## config.mk

```make
export PLATFORM = sky130hd
export DESIGN_NAME = qdac_dev_flat
export DESIGN_NICKNAME = d
export VERILOG_FILES = /design/src/rtl/qdac_if.sv /design/src/rtl/qdac_dev.sv /design/src/flat_wrapper.sv
export VERILOG_INCLUDE_DIRS = /design/src /design/src/rtl
export SDC_FILE = /design/constraint.sdc
export NUM_CORES = 1
export LEC_CHECK = 0
export BUFFER_PORTS_ARGS = -buffer_cell sky130_fd_sc_hd__buf_2
export CAP_MARGIN = 20
export CORE_MARGIN = 2
export CORE_UTILIZATION = 55
export CTS_BUF_LIST = sky130_fd_sc_hd__clkbuf_2 sky130_fd_sc_hd__clkbuf_4 sky130_fd_sc_hd__clkbuf_8
export DETAILED_ROUTE_END_ITERATION = 10
export GPL_ROUTABILITY_DRIVEN = 0
export PLACE_DENSITY = 0.76
export REMOVE_ABC_BUFFERS = 1
export SLEW_MARGIN = 5
export SYNTH_ARGS = -nofsm -noshare
export SYNTH_HDL_FRONTEND = slang
export SYNTH_SLANG_ARGS = --single-unit
```

## constraint.sdc

```tcl
create_clock -name CLK -period 3.8 [get_ports CLK]
set_clock_uncertainty 0.05 [all_clocks]
set_input_delay 0.57 -clock CLK [delete_from_list [all_inputs] [get_ports CLK]]
set_output_delay 0.57 -clock CLK [all_outputs]
set_load 0.02 [all_outputs]
```

## src/rtl/qdac_cfg.svh

```systemverilog
// shared constants for the quad dac serial load link
`ifndef QDAC_CFG_SVH
`define QDAC_CFG_SVH
// ==========================================
// word layout
`define QDAC_WORD_W 16
`define QDAC_CODE_W 10
`define QDAC_ADDR_W 4
`define QDAC_ADDR_HI 15
`define QDAC_ADDR_LO 12
`define QDAC_CODE_HI 11
`define QDAC_CODE_LO 2
// ==========================================
// address/control codes
`define QDAC_AC_NOP 4'h0
`define QDAC_AC_DAC_A 4'h1
`define QDAC_AC_DAC_B 4'h2
`define QDAC_AC_DAC_C 4'h3
`define QDAC_AC_DAC_D 4'h4
`define QDAC_AC_SLEEP 4'he
`define QDAC_AC_ALL 4'hf
// ==========================================
// host timing and zero constants
`define QDAC_SCK_HALF 8
`define QDAC_CNT_W 5
`define QDAC_CODE_ZERO 10'h000
`define QDAC_WORD_ZERO 16'h0000
`endif

```

## src/rtl/qdac_if.sv

```systemverilog
// five-wire link between host and dac
`timescale 1ns/1ns
interface qdac_if;
    logic sck;
    logic din;
    logic select_load_n;
    logic dout;
    logic async_clear_n;
    modport host (output sck, output din, output select_load_n, output async_clear_n, input dout);
    modport dev (input sck, input din, input select_load_n, input async_clear_n, output dout);
endinterface

```

## src/rtl/qdac_dev.sv

```systemverilog
// dac end: serial shift register, decode and dac registers
`timescale 1ns/1ns
`include "qdac_cfg.svh"
// ==========================================
// Notes on behaviour
// select low enables shifting of serial data
// sample data, shift on rising serial clock
// host sends address, code msb first, pads
// select rising edge loads addressed dac registers
// select high freezes the shift register
// host keeps serial clock low before select
// data out lags data in sixteen edges
// chained devices form one long register
// clear falling edge zeroes shift and dacs
// power up leaves all outputs zero
// code 1110 sleeps, code ignored, values kept
// a nop, single dac or all load wakes, others restored
// code is unsigned fraction of reference
// host resends sleep to keep chips asleep
// decode nop, single dac, sleep, all
// reserved codes change nothing
module qdac_dev #(
    parameter int CODE_W = `QDAC_CODE_W
) (
    // clock and reset
    input wire logic CLK,
    input wire logic RESET_N,
    // link
    qdac_if.dev LINK,
    // dac codes, k of 1024 of reference
    output logic [CODE_W-1:0] DAC_A,
    output logic [CODE_W-1:0] DAC_B,
    output logic [CODE_W-1:0] DAC_C,
    output logic [CODE_W-1:0] DAC_D,
    output logic SLEEP,
    output logic LOAD_DONE
);
    // four converters share one shift register
    localparam int N_DAC = 4;

    // synchroniser stages
    logic [2:0] sck_s_q;
    logic [2:0] cs_s_q;
    logic [2:0] clr_s_q;
    logic din_m_q;
    logic din_s_q;

    // shift register, dac registers and flags
    logic [`QDAC_WORD_W-1:0] shift_q;
    logic [CODE_W-1:0] dac_q [N_DAC];
    logic sleep_q;
    logic done_q;
    logic dout_q;

    // edge strobes and word fields
    logic sck_rise;
    logic cs_rise;
    logic clr_fall;
    logic [`QDAC_ADDR_W-1:0] ac;
    logic [CODE_W-1:0] code;

    // ==========================================
    // pin synchronisers, third stage for edges
    // serial clock: resets low, its idle level, so no false rise
    always_ff @(posedge CLK or negedge RESET_N) begin
        if (!RESET_N) begin
            sck_s_q <= 3'h0;
        end else begin
            sck_s_q <= {sck_s_q[1:0], LINK.sck};
        end
    end

    // select: resets high so no false load follows reset
    always_ff @(posedge CLK or negedge RESET_N) begin
        if (!RESET_N) begin
            cs_s_q <= 3'h7;
        end else begin
            cs_s_q <= {cs_s_q[1:0], LINK.select_load_n};
        end
    end

    // clear: resets high so no false clear follows reset
    always_ff @(posedge CLK or negedge RESET_N) begin
        if (!RESET_N) begin
            clr_s_q <= 3'h7;
        end else begin
            clr_s_q <= {clr_s_q[1:0], LINK.async_clear_n};
        end
    end

    // data in: two stages, in step with the second clock stage
    always_ff @(posedge CLK or negedge RESET_N) begin
        if (!RESET_N) begin
            din_m_q <= 1'b0;
            din_s_q <= 1'b0;
        end else begin
            din_m_q <= LINK.din;
            din_s_q <= din_m_q;
        end
    end

    // edge detection on second and third stages
    assign sck_rise = sck_s_q[1] & ~sck_s_q[2];
    assign cs_rise = cs_s_q[1] & ~cs_s_q[2];
    assign clr_fall = ~clr_s_q[1] & clr_s_q[2];
    assign ac = shift_q[`QDAC_ADDR_HI:`QDAC_ADDR_LO];
    assign code = shift_q[`QDAC_CODE_HI:`QDAC_CODE_LO];

    // ==========================================
    // shift register, data out from its far end
    // a clear in the same cycle as a rise wins
    always_ff @(posedge CLK or negedge RESET_N) begin
        if (!RESET_N) begin
            shift_q <= `QDAC_WORD_ZERO;
        end else if (clr_fall) begin
            shift_q <= `QDAC_WORD_ZERO;
        end else if (sck_rise && !cs_s_q[2]) begin
            shift_q <= {shift_q[`QDAC_WORD_W-2:0], din_s_q};
        end
    end

    // data out: copy of the msb after the shift, sixteen rises behind
    // a chained device samples it before it moves, one stage per bit
    always_ff @(posedge CLK or negedge RESET_N) begin
        if (!RESET_N) begin
            dout_q <= 1'b0;
        end else if (clr_fall) begin
            dout_q <= 1'b0;
        end else if (sck_rise && !cs_s_q[2]) begin
            dout_q <= shift_q[`QDAC_WORD_W-2];
        end
    end
    assign LINK.dout = dout_q;

    // ==========================================
    // dac registers and sleep decode on load
    // decode lives in functions so the dac and sleep processes agree

    // true when a load with this code writes dac idx
    function automatic logic hits_dac(logic [`QDAC_ADDR_W-1:0] a, int idx);
        logic [`QDAC_ADDR_W-1:0] own;
        own = `QDAC_AC_DAC_A + idx[`QDAC_ADDR_W-1:0];
        return (a == own) || (a == `QDAC_AC_ALL);
    endfunction

    // true when a load with this code ends sleep
    function automatic logic wakes(logic [`QDAC_ADDR_W-1:0] a);
        logic w;
        case (a)
            `QDAC_AC_NOP, `QDAC_AC_DAC_A, `QDAC_AC_DAC_B, `QDAC_AC_DAC_C, `QDAC_AC_DAC_D, `QDAC_AC_ALL: begin
                w = 1'b1;
            end
            default: begin
                w = 1'b0;
            end
        endcase
        return w;
    endfunction

    // dac registers: zeroed by reset or clear, addressed ones take the code
    always_ff @(posedge CLK or negedge RESET_N) begin
        if (!RESET_N) begin
            for (int i = 0; i < N_DAC; i++) begin
                dac_q[i] <= `QDAC_CODE_ZERO;
            end
        end else if (clr_fall) begin
            for (int i = 0; i < N_DAC; i++) begin
                dac_q[i] <= `QDAC_CODE_ZERO;
            end
        end else if (cs_rise) begin
            for (int i = 0; i < N_DAC; i++) begin
                if (hits_dac(ac, i)) begin
                    dac_q[i] <= code;
                end
            end
        end
    end

    // sleep flag: a clear keeps it, reserved codes leave it alone
    // dacs not written keep their codes, so waking restores them
    always_ff @(posedge CLK or negedge RESET_N) begin
        if (!RESET_N) begin
            sleep_q <= 1'b0;
        end else if (cs_rise && !clr_fall) begin
            if (ac == `QDAC_AC_SLEEP) begin
                sleep_q <= 1'b1;
            end else if (wakes(ac)) begin
                sleep_q <= 1'b0;
            end
        end
    end

    // load strobe, one cycle after each load
    always_ff @(posedge CLK or negedge RESET_N) begin
        if (!RESET_N) begin
            done_q <= 1'b0;
        end else begin
            done_q <= cs_rise & ~clr_fall;
        end
    end

    // ==========================================
    // outputs from flip-flops
    assign DAC_A = dac_q[0];
    assign DAC_B = dac_q[1];
    assign DAC_C = dac_q[2];
    assign DAC_D = dac_q[3];
    assign SLEEP = sleep_q;
    assign LOAD_DONE = done_q;
endmodule

```

## src/flat_wrapper.sv

```systemverilog
// flat-port wrapper written by rule: the top's interface ports become plain ports
module qdac_dev_flat 
#(
    parameter int CODE_W = `QDAC_CODE_W
)
  (CLK, RESET_N, DAC_A, DAC_B, DAC_C, DAC_D, SLEEP, LOAD_DONE, LINK_sck, LINK_din, LINK_select_load_n, LINK_async_clear_n, LINK_dout);
  qdac_if LINK_i ();
  input wire logic CLK;
  input wire logic RESET_N;
  output logic [CODE_W-1:0] DAC_A;
  output logic [CODE_W-1:0] DAC_B;
  output logic [CODE_W-1:0] DAC_C;
  output logic [CODE_W-1:0] DAC_D;
  output logic SLEEP;
  output logic LOAD_DONE;
  input wire logic [$bits(LINK_i.sck)-1:0] LINK_sck;
  input wire logic [$bits(LINK_i.din)-1:0] LINK_din;
  input wire logic [$bits(LINK_i.select_load_n)-1:0] LINK_select_load_n;
  input wire logic [$bits(LINK_i.async_clear_n)-1:0] LINK_async_clear_n;
  output wire logic [$bits(LINK_i.dout)-1:0] LINK_dout;
  assign LINK_i.sck = LINK_sck;
  assign LINK_i.din = LINK_din;
  assign LINK_i.select_load_n = LINK_select_load_n;
  assign LINK_i.async_clear_n = LINK_async_clear_n;
  assign LINK_dout = LINK_i.dout;
  qdac_dev #(.CODE_W(CODE_W)) u_core (.CLK(CLK), .RESET_N(RESET_N), .LINK(LINK_i), .DAC_A(DAC_A), .DAC_B(DAC_B), .DAC_C(DAC_C), .DAC_D(DAC_D), .SLEEP(SLEEP), .LOAD_DONE(LOAD_DONE));
endmodule
```

# After elaboration in Yosys (flattened, before gate mapping)

Index checks and enable logic that the tools add are counted.

Register bits after elaboration: 70
Input port bits: 6
Output and inout bits: 43
Word-level logic and storage cells: 64

Equality and inequality tests: 6
Mux-type cells: 15
Bitwise gates (word level): 8
Reduce and logical (&&, ||, !) cells: 22

Operators with widths:

| kind                                                                   | number |
|---|---|
| 40-bit 2-to-1 mux                                                      | 2 |
| 10-bit 2-to-1 mux                                                      | 4 |
| 16-bit 2-to-1 mux                                                      | 2 |
| 2-bit nonzero test                                                     | 7 |
| 2-bit AND reduction                                                    | 5 |
| 4-bit by 2-bit equality test with 1-bit output (second input constant) | 2 |
| 4-bit equality test (second input constant)                            | 2 |
| 1-bit 2-to-1 mux                                                       | 7 |
| 6-bit OR reduction                                                     | 1 |
| 1-bit AND                                                              | 4 |
| 4-bit by 1-bit equality test with 1-bit output (second input constant) | 1 |
| 4-bit by 3-bit equality test with 1-bit output (second input constant) | 1 |
| 4-bit logical NOT                                                      | 1 |
| 1-bit logical OR                                                       | 4 |
| 1-bit inverter                                                         | 4 |
| 1-bit logical AND                                                      | 2 |
| 1-bit logical NOT                                                      | 2 |

# Longest topological paths before layout

Gate-level depths: netlist of the first run.

Depth in word-level cells: 7
Gate-level depth with buffers: 5
Depth with buffers taken out: 3

# Worst setup path after synthesis of the first run

OpenSTA, ideal clock, no wires.

Path kind: register -> register
From: register u_core.shift_q[15]
To: register u_core.dac_q, in the netlist u_core.DAC_D[0]
Setup time: 0.079 ns
Data arrival time: 1.346 ns
Data required time: 3.671 ns
Slack: 2.324 ns
Cell stages (with the launch flop): 6
Path buffers: 2
Clock period less this slack: 1.476 ns
Path through: dfrtp_1 -> buf_4 -> and3_1 -> o211ai_1 -> buf_6 -> mux2i_1

Cells in the longest elaborated chain, start to end: 4
Elaborated cells between the ends (all ways): 5
Classes of those cells: 2 x eq/ne; 3 x reduce/logical

Ends and longest elaborated chain:

| what                                                                                  | line            | source |
|---|---|---|
| start: declaration                                                                    | qdac_dev.sv:49  | `` logic [`QDAC_WORD_W-1:0] shift_q; `` |
| start signal: assignment                                                              | qdac_dev.sv:114 | `` shift_q <= `QDAC_WORD_ZERO; `` |
| start signal: assignment                                                              | qdac_dev.sv:116 | `` shift_q <= `QDAC_WORD_ZERO; `` |
| start signal: assignment                                                              | qdac_dev.sv:118 | `` shift_q <= {shift_q[`QDAC_WORD_W-2:0], din_s_q}; `` |
| 4-bit by 3-bit equality test with 1-bit output or 4-bit equality test (tied branches) | -               |  |
| 1-bit logical OR (*)                                                                  | qdac_dev.sv:143 | `` return (a == own) \|\| (a == `QDAC_AC_ALL); `` |
| 2-bit nonzero test (no line) (*)                                                      | -               |  |
| 2-bit AND reduction (no line) (*)                                                     | -               |  |
| end signal: indexed assignment                                                        | qdac_dev.sv:164 | `` dac_q[i] <= `QDAC_CODE_ZERO; `` |
| end signal: indexed assignment                                                        | qdac_dev.sv:168 | `` dac_q[i] <= `QDAC_CODE_ZERO; `` |
| end signal: indexed assignment                                                        | qdac_dev.sv:173 | `dac_q[i] <= code;` |
| end: declaration                                                                      | qdac_dev.sv:50  | `logic [CODE_W-1:0] dac_q [N_DAC];` |

Mark *: on every way between the ends. The rest lies on a longest branch, timed or not.
A chain may end at the register's enable or synchronous reset.

# Worst setup path in the final report of the first run

From: register u_core.shift_q[15]
To: register u_core.dac_q, in the netlist u_core.DAC_D[8]

The elaborated chain is that of the path after synthesis.

==> out/results.txt, run 1 <==
Status: finished, final reports clean
Leakage: 1.76 nW
Total count of hold-check failures in the final report: 0
Cts hold-fix bufs: 0
Initial Util: 0.561
Post-route DRC: 0
Fin crit share: 0.524
Die Y: 75.7 um
I/O pins: 49
N_diodes: 0
Area post-placement: 0.00307 sq mm
Die Area: 0.00573 sq mm
Syn Inst Count: 252
Die width: 75.7 um
WL per Instance: 14.0 um
Post-CTS resize count: 0
Synth-to-Final Area Change: 15.1%
First-pass GRT wire length: 8280 um
Final setup vio count: 0
Setup bufs post-CTS: 0
Worst-path clk slew: 0.07 ns
Yosys reg bits: 69
Synthesized area per cell: 11.2 sq um
Largest net degree at the start of global routing: 51
Vias in the first global route: 1,779
Cells after DPL: 356
Synth warn: 0
Layout cells sized above 1: 0.253
Commonest cells after routing, fill and taps aside: 83 x nand2_1, 63 x dfrtp_1, 48 x buf_2, 40 x mux2i_1, 16 x a21oi_1
CTS tree: done
Filler Cell Count: 418
Post-DP HPWL: 3340 um
Initial antenna violation count: 0
H-tree Lvls: 3
Vias post-DR: 1,896
Cell taking the most area after synthesis: dfrtp_1
CP Data Required Time: 4.01 ns
Relative slew slack: 0.381
CP max FO: 12
Row cnt: 26
Worst VDD drop: 0.242 mV
Cts bufs inserted: 9
Post-synth top area share: 0.557
Maximum clock path buffer count: 2
Data arrival, critical path: 2.20 ns
Via density: 5.12
Crit path launch type: register
Layout Utilization: 0.646
Clk_lat worst skew: 0.33 ns
Most common cell after layout, fill and taps aside: nand2_1
Number of buffers added on ports: 48
Post-Layout Inst Area: 0.00326 sq mm
Top post-synthesis cells by area: dfrtp_1 56%, mux2i_1 14%, nand2_1 11%, dfstp_2 5.6%, a21oi_1 2.8%
Core ar.: 0.00504 sq mm
Post-Syn Area: 0.00283 sq mm
Clock Sinks: 69
Total grt overflow: 0
Total negative setup slack: 0 ns
Total Power: 1.34 mW
Peak Freq: 0.502 GHz
Synth cell types: 28
Nets: 303
Layout Cells excl Fill: 370
Number of routed nets with antenna violations: 0
RSZ-0062 raised after global routing: no
Crit path capture type: register
Drt first pass iters: 4
Routed Wire Length: 5190 um
Post-synthesis sequential area ratio: 0.613
GRT Overall Usage: 0.197
Crit path time final: 1.99 ns
Power Density: 411 mW/mm^2
Critical path class: register to register
Least-Margin Pin Slew: 0.925 ns
DR iter-0 viols: 157
Slew Limit Fails: 0
Max-cap violation count: 0
Clock Tree Root: clkbuf_8
Worst hold path class: input pin to register
routing by layer:
metal | part of all wire | wire length (um) | global-route usage
met5 | 0 | 0 | 0
met4 | 0.026 | 135 | 0.121
met3 | 0.035 | 180 | 0.0410
met2 | 0.46 | 2360 | 0.289
met1 | 0.48 | 2510 | 0.271
cells by family after synthesis:
| kind of cell | share of synthesized area |
|---|---|
| AO/OA/AOI/OAI | 0.0504 |
| XOR/XNOR | 0.00310 |
| buffers and inverters | 0.0438 |
| flip-flops | 0.613 |
| multiplexers | 0.142 |
| AND/OR/NAND/NOR | 0.148 |
stage by stage:
stage	hold slack, ns	setup WS [ns]
finish	0.280	1.81
global route	0.272	1.61
CTS	0.264	1.77
detailed placement	0.285	1.83
global placement	0.288	1.85
floorplan	0.224	1.84
worst max-delay path, stage by stage (launching register included):
cell,delay (ns)
dfrtp_1,0.49
and3_1,0.23
o211ai_1,0.63
buf_4,0.31
mux2i_1,0.20
synth_stat cells (all sizes together):
library cell	instances
a21boi	1
a21o	1
a21oi	16
and3	3
buf	13
clkbuf	6
dfrtp	63
dfstp	6
mux2i	40
nand2	83
nand2b	4
nand4	1
nor2	1
nor2b	2
nor3	3
nor3b	1
o211a	1
o211ai	2
o21ai	1
o311a	1
o31ai	1
or3b	1
xnor2	1
report_power, final:
group | internal (mW) | switching [mW] | total (mW)
registers | 0.745 | 0.00378 | 0.749
logic | 0.00730 | 0.0318 | 0.0391
clock network | 0.300 | 0.250 | 0.550
state kept, by name, summed over array words and instances (netlist names):
name,cells
u_core.DAC_A,10
u_core.DAC_B,10
u_core.DAC_C,10
u_core.DAC_D,10
u_core.LOAD_DONE,1
u_core.SLEEP,1
u_core.clr_s_q,3
u_core.cs_s_q,3
u_core.din_m_q,1
u_core.din_s_q,1
u_core.sck_s_q,3
u_core.shift_q,16
worst paths after layout:
path / from / to / slack, ns / cells after the start
setup / recovery: u_core.shift_q[15] / u_core.DAC_D[8] / 1.81 / 4
hold / removal: LINK_async_clear_n / u_core.clr_s_q[0] / 0.28 / 1
setup reg to reg: u_core.shift_q[15] / u_core.DAC_D[8] / 1.81 / 4
hold reg to reg: u_core.sck_s_q[0] / u_core.sck_s_q[1] / 0.30 / 0
max in group asynchronous: RESET_N / u_core.clr_s_q[2] / 2.60 / 2
min in group asynchronous: RESET_N / u_core.DAC_A[7] / 0.31 / 1
cell type report:
cell class | instances | area [sq um] | share of cell area
flip-flops and latches | 69 | 1730 | 0.532
repair buffers | 53 | 278 | 0.0853
clock buffers | 13 | 179 | 0.0549
well taps | 70 | 87.6 | 0.0269
multi-input cells | 164 | 973 | 0.299
clock inverters | 1 | 5.00 | 0.00154
Power figures use the tool's default switching activity.
==> run 2: changes to the inputs <==
Settings changed: CORE_UTILIZATION 55 to 52, PLACE_DENSITY 0.76 to 0.75.
Clock period 3.8 ns to 1.7 ns, I/O delays scaled along.
==> run 2 against run 1 <==
Compared with the run above: via count grew 1.6%; critical path depth is the same; clock power grew to 2.7 times the previous value; hold slack gained 0.021 ns; register-to-register slack lost 1.6 ns; combinational power grew to 2.8 times the previous value; cell area grew 5.5%; setup slack lost 1.6 ns; first-iteration DRC count shrank 3.8%; die area grew 5.5%.
==> out/results.txt, run 2 (same netlist as run 1, synthesis figures left out) <==
Power Density: 949 mW/mm^2 (+130%)
Clock Sinks: 69 (unchanged)
Clk_lat worst skew: 0.34 ns (about the same)
Total grt overflow: 0 (unchanged)
CP Data Required Time: 1.91 ns (-2.10 ns)
R2r worst-path depth: 4 (unchanged)
Biggest register: u_core.shift_q
Crit path capture type: register
Critical path class: register to register
H-tree Lvls: 3 (unchanged)
CP max FO: 10 (-2)
Max-cap violation count: 0 (unchanged)
Final setup vio count: 0 (unchanged)
Worst-path clk slew: 0.07 ns (about the same)
Vias post-DR: 1,926 (+1.6%)
DR iter-0 viols: 151 (-3.8%)
WL per Instance: 13.6 um (-2.9%)
N_diodes: 0 (unchanged)
Total count of hold-check failures in the final report: 0 (unchanged)
Slew Limit Fails: 0 (unchanged)
Vias in the first global route: 1,930 (+8.5%)
Gate power share: 0.033 (+0.004)
Hold path start: u_core.din_m_q
Total Power: 3.26 mW (+140%)
Clock Tree Root: clkbuf_8
Layout cells sized above 1: 0.271 (+0.0174)
Cells after DPL: 363 (+2.0%)
Sw Pwr: 0.700 mW (+150%)
GRT Overall Usage: 0.196 (-0.00124)
Number of flip-flops in the largest register: 16 (unchanged)
Cts hold-fix bufs: 5 (+5)
Relative slew slack: 0.648 (+0.268)
CTS tree: done
Routed Wire Length: 5230 um (+0.79%)
Worst VDD drop: 0.713 mV (+190%)
Switching share of power: 0.215 (+0.00129)
Largest net degree at the start of global routing: 70 (+37%)
Worst r2r src: u_core.shift_q[14]
Core ar.: 0.00517 sq mm (+2.6%)
Die width: 77.8 um (+2.7%)
Clock group share of total power: 0.454 (+0.043)
Post-DP HPWL: 3370 um (+0.80%)
Least-Margin Pin Slew: 0.528 ns (-0.397 ns)
Leakage: 1.84 nW (+4.7%)
Commonest cells after routing, fill and taps aside: 83 x nand2_1, 63 x dfrtp_1, 48 x buf_2, 40 x mux2i_1, 16 x a21oi_1
Data arrival, critical path: 1.70 ns (-0.50 ns)
Post-CTS resize count: 0 (unchanged)
Crit path time final: 1.49 ns (-0.502 ns)
Pint: 2.56 mW (+140%)
Initial antenna violation count: 0 (unchanged)
Die Area: 0.00605 sq mm (+5.5%)
Number of buffers added on ports: 48 (unchanged)
Maximum clock path buffer count: 2 (unchanged)
Setup bufs post-CTS: 0 (unchanged)
Crit path launch type: register
CP startpoint: u_core.shift_q[14]
RSZ-0062 raised after global routing: no
Worst hold path class: register to register
Die Y: 77.8 um (+2.7%)
Post-route DRC: 0 (unchanged)
Cts bufs inserted: 9 (unchanged)
I/O pins: 49 (unchanged)
Nets: 315 (+4.0%)
Most common cell after layout, fill and taps aside: nand2_1
Drt first pass iters: 4 (unchanged)
Initial Util: 0.547 (-0.0141)
Row cnt: 26 (unchanged)
Layout Cells excl Fill: 384 (+3.8%)
First-pass GRT wire length: 9060 um (+9.4%)
Seq pwr share: 0.513 (-0.047)
Status: finished, final reports clean
Fin crit share: 0.876 (+0.352)
WHS Path Cells: 0 (-1)
Synth-to-Final Area Change: 21.5%
Peak Freq: 0.671 GHz (+34%)
Via density: 5.02 (-2.1%)
Number of routed nets with antenna violations: 0 (unchanged)
[run 2: changes by cell type in the layout (fill, tap and decap cells not counted), sizes merged]
cell | before | now
buf | 53 | 60
bufinv | 0 | 2
clkbuf | 13 | 10
clkinv | 1 | 3
clkinvlp | 0 | 1
dlygate4sd3 | 0 | 5
[run 2: critical path, cell delays in order (launching register included)]
cell,delay [ns]
dfrtp_1,0.48
and3_1,0.23
o211ai_1,0.23
buf_4,0.22
mux2i_1,0.20
[run 2: stage by stage]
step / hold slack (ns) / worst slack, ns / TNS, ns / instance area, sq um / util
2_1_floorplan: -0.0906 / -0.258 / -10.24 / 2710 / -
3_3_place_gp: 0.255 / 0.257 / 0 / 3160 / 0.612
3_5_place_dp: 0.255 / 0.205 / 0 / 3160 / 0.612
4_1_cts: 0.304 / 0.175 / 0 / 3440 / 0.664
5_1_grt: 0.304 / 0.0520 / 0 / 3440 / 0.664
6_report: 0.301 / 0.211 / 0 / 3440 / 0.664
[run 2: final cells by class]
type | instances | area [sq um]
clock inverters | 6 | 86.3
clock buffers | 10 | 138
multi-input cells | 164 | 973
flip-flops and latches | 69 | 1730
repair buffers | 65 | 418
well taps | 70 | 87.6
fillers | 391 | 1740
[run 2: power groups by stage]
| stage | clock, mW | combinational [mW] | sequential (mW) |
|---|---|---|---|
| after floorplan | 0 | 0.0317 | 1.70 |
| after global placement | 0 | 0.102 | 1.70 |
| after detailed placement | 0 | 0.103 | 1.70 |
| after CTS | 1.51 | 0.111 | 1.67 |
| after global routing | 1.60 | 0.123 | 1.67 |
| final | 1.48 | 0.108 | 1.67 |
[run 2: final timing paths]
check                      slack [ns]          endpoint
min in group asynchronous        0.41   u_core.DAC_C[9]
max reg2reg                      0.21   u_core.DAC_A[1]
min                              0.30    u_core.din_s_q
max in group asynchronous        0.87  u_core.cs_s_q[0]
min reg2reg                      0.30    u_core.din_s_q
max                              0.21   u_core.DAC_A[1]
[run 2: routing by layer]
metal	vias up	GRT usage	wire length (um)
met5	-	0	0
met4	0	0.0589	47
met3	4	0.0721	233
met2	41	0.295	2480
met1	932	0.267	2460
li1	949	-	-
==> run 3: changes to the inputs <==
Settings changed: CORE_UTILIZATION 52 to 55, PLACE_DENSITY 0.75 to 0.76, REMOVE_ABC_BUFFERS 1 to default.
Clock period 1.7 ns to 1.85 ns, I/O delays scaled along.
==> run 3 against run 2 <==
Compared with the run above: cell area down 1.9%; critical path depth did not move; clock-buffer cell count grew 3; die area fell by 5.2%; clock power shrank 16%; sequential power shrank 8%; combinational power down 11%; via count fell by 0.10%; hold slack got worse by 0.0013 ns; first-iteration DRC count down 6.0%; utilization increased by 0.40 points; register-to-register slack better by 0.09 ns; highest routed layer unchanged.
==> out/results.txt, run 3 (same netlist as run 1, synthesis figures left out) <==
Total count of hold-check failures in the final report: 0 (unchanged)
Hold path start: u_core.din_m_q
I/O pins: 49 (unchanged)
Maximum clock path buffer count: 2 (unchanged)
Synth-to-Final Area Change: 19.2%
Worst VDD drop: 0.560 mV (-21%)
Biggest register: u_core.shift_q
Leakage: 1.81 nW (-1.6%)
Commonest cells after routing, fill and taps aside: 83 x nand2_1, 63 x dfrtp_1, 48 x buf_2, 40 x mux2i_1, 16 x a21oi_1
Crit path time final: 1.55 ns (+0.0594 ns)
Via density: 5.09 (+1.5%)
Total Power: 2.89 mW (-11%)
H-tree Lvls: 3 (unchanged)
Layout cells sized above 1: 0.253 (-0.0175)
Vias post-DR: 1,924 (-0.10%)
Critical path class: register to register
Filler Cell Count: 401 (+2.6%)
Status: finished, final reports clean
Power Density: 856 mW/mm^2 (-9.7%)
Relative slew slack: 0.639 (-0.00959)
Clk_lat worst skew: 0.34 ns (about the same)
Crit path launch type: register
Die Y: 75.7 um (-2.6%)
Fin crit share: 0.837 (-0.0389)
Least-Margin Pin Slew: 0.542 ns (+0.0144 ns)
Slowest stage cell, crit path: dfstp_2
Worst r2r src: u_core.cs_s_q[1]
Crit path capture type: register
Clock Tree Root: clkbuf_8
DR iter-0 viols: 142 (-6.0%)
Initial antenna violation count: 0 (unchanged)
R2r worst-path depth: 4 (unchanged)
Drt first pass iters: 4 (unchanged)
CP Data Required Time: 2.06 ns (+0.15 ns)
Core ar.: 0.00504 sq mm (-2.5%)
Number of routed nets with antenna violations: 0 (unchanged)
Cts hold-fix bufs: 5 (unchanged)
Number of flip-flops in the largest register: 16 (unchanged)
RSZ-0062 raised after global routing: no
Post-CTS resize count: 0 (unchanged)
WL per Instance: 13.8 um (+1.5%)
CTS tree: done
Worst hold path class: register to register
Peak Freq: 0.646 GHz (-3.8%)
Max incr delay on CP: 0.53 ns (+0.05 ns)
Final setup vio count: 0 (unchanged)
GRT Overall Usage: 0.202 (+0.00580)
Setup bufs post-CTS: 0 (unchanged)
Slew Limit Fails: 0 (unchanged)
Die width: 75.7 um (-2.6%)
First-pass GRT wire length: 8300 um (-8.4%)
CP max FO: 10 (unchanged)
N_diodes: 0 (unchanged)
Nets: 311 (-1.3%)
Routed Wire Length: 5220 um (about the same)
Initial Util: 0.561 (+0.0141)
Number of buffers added on ports: 48 (unchanged)
Most common cell after layout, fill and taps aside: nand2_1
Post-DP HPWL: 3280 um (-2.7%)
Worst R2R End: u_core.DAC_B[7]
Largest net degree at the start of global routing: 70 (unchanged)
Total negative setup slack: 0 ns (unchanged)
Crit-path cells: nor2b_1, o211a_1, buf_4, mux2i_1
Register Area: 0.00173 sq mm (unchanged)
Data arrival, critical path: 1.76 ns (+0.06 ns)
WHS Path Cells: 0 (unchanged)
Worst-path clk slew: 0.07 ns (about the same)
Post-route DRC: 0 (unchanged)
Max-cap violation count: 0 (unchanged)
Cts bufs inserted: 9 (unchanged)
Vias in the first global route: 1,738 (-9.9%)
Post-Layout Inst Area: 0.00337 sq mm (-1.9%)
Layout Utilization: 0.668 (+0.00400)
Syn nets: 258
R2R Setup Slk: 0.30 ns (+0.09 ns)
Clock Sinks: 69 (unchanged)
Area taken by multi-input logic gates: 971 sq um (-0.26%)
Die Area: 0.00573 sq mm (-5.2%)
Total grt overflow: 0 (unchanged)
Row cnt: 26 (unchanged)
Area post-placement: 0.00312 sq mm (-1.4%)
Worst min-delay path endpoint: u_core.din_s_q
-- run 3: cell types whose count changed in the layout (fill, tap and decap cells not counted) --
cell / delta
clkbuf_4: +1
bufinv_16: -1
clkinvlp_4: -1
nand2b_2: -1
nand2b_1: +1
clkinv_2: -2
buf_4: -3
buf_12: -1
clkinv_4: -1
clkbuf_8: +2
-- run 3: how the worst max path moves through the flow --
stage	from	to	cells past startpoint
6_report	u_core.cs_s_q[1]	u_core.DAC_B[7]	4
5_1_grt	u_core.cs_s_q[1]	u_core.DAC_B[5]	4
4_1_cts	u_core.cs_s_q[1]	u_core.DAC_B[7]	4
3_5_place_dp	u_core.cs_s_q[1]	u_core.DAC_B[7]	4
3_3_place_gp	u_core.cs_s_q[1]	u_core.DAC_B[6]	4
2_1_floorplan	u_core.shift_q[15]	u_core.DAC_D[0]	5
-- run 3: area by class of cell --
type / instances / share of cell area
clock inverters: 1 / 0.00891
multi-input cells: 164 / 0.288
flip-flops and latches: 69 / 0.514
clock buffers: 13 / 0.0512
well taps: 70 / 0.0260
repair buffers: 61 / 0.111
-- run 3: through the flow --
step | worst slack [ns] | hold WS [ns] | instances
2_1_floorplan | 0.374 | -0.0681 | 252
3_3_place_gp | 0.385 | 0.278 | 359
3_5_place_dp | 0.304 | 0.277 | 359
4_1_cts | 0.297 | 0.303 | 378
5_1_grt | 0.146 | 0.306 | 378
6_report | 0.301 | 0.300 | 378
-- run 3: per-layer routing --
layer | vias to the layer above | part of all wire | track usage
met2 | 45 | 0.47 | 0.304
met5 | - | 0 | 0
met4 | 0 | 0.016 | 0.0760
li1 | 941 | - | -
met3 | 7 | 0.046 | 0.0688
met1 | 931 | 0.47 | 0.273
-- run 3: critical path, delay by kind of cell (launching register included) --
kind | cells | cell delay [ns]
AO/OA/AOI/OAI | 1 | 0.19
buffers and inverters | 1 | 0.21
flip-flops | 1 | 0.53
multiplexers | 1 | 0.22
AND/OR/NAND/NOR | 1 | 0.26
-- run 3: power breakdown --
| part | switching [mW] | internal (mW) |
|---|---|---|
| Sequential | 0.00796 | 1.53 |
| Clock | 0.518 | 0.734 |
| Combinational | 0.0675 | 0.0286 |
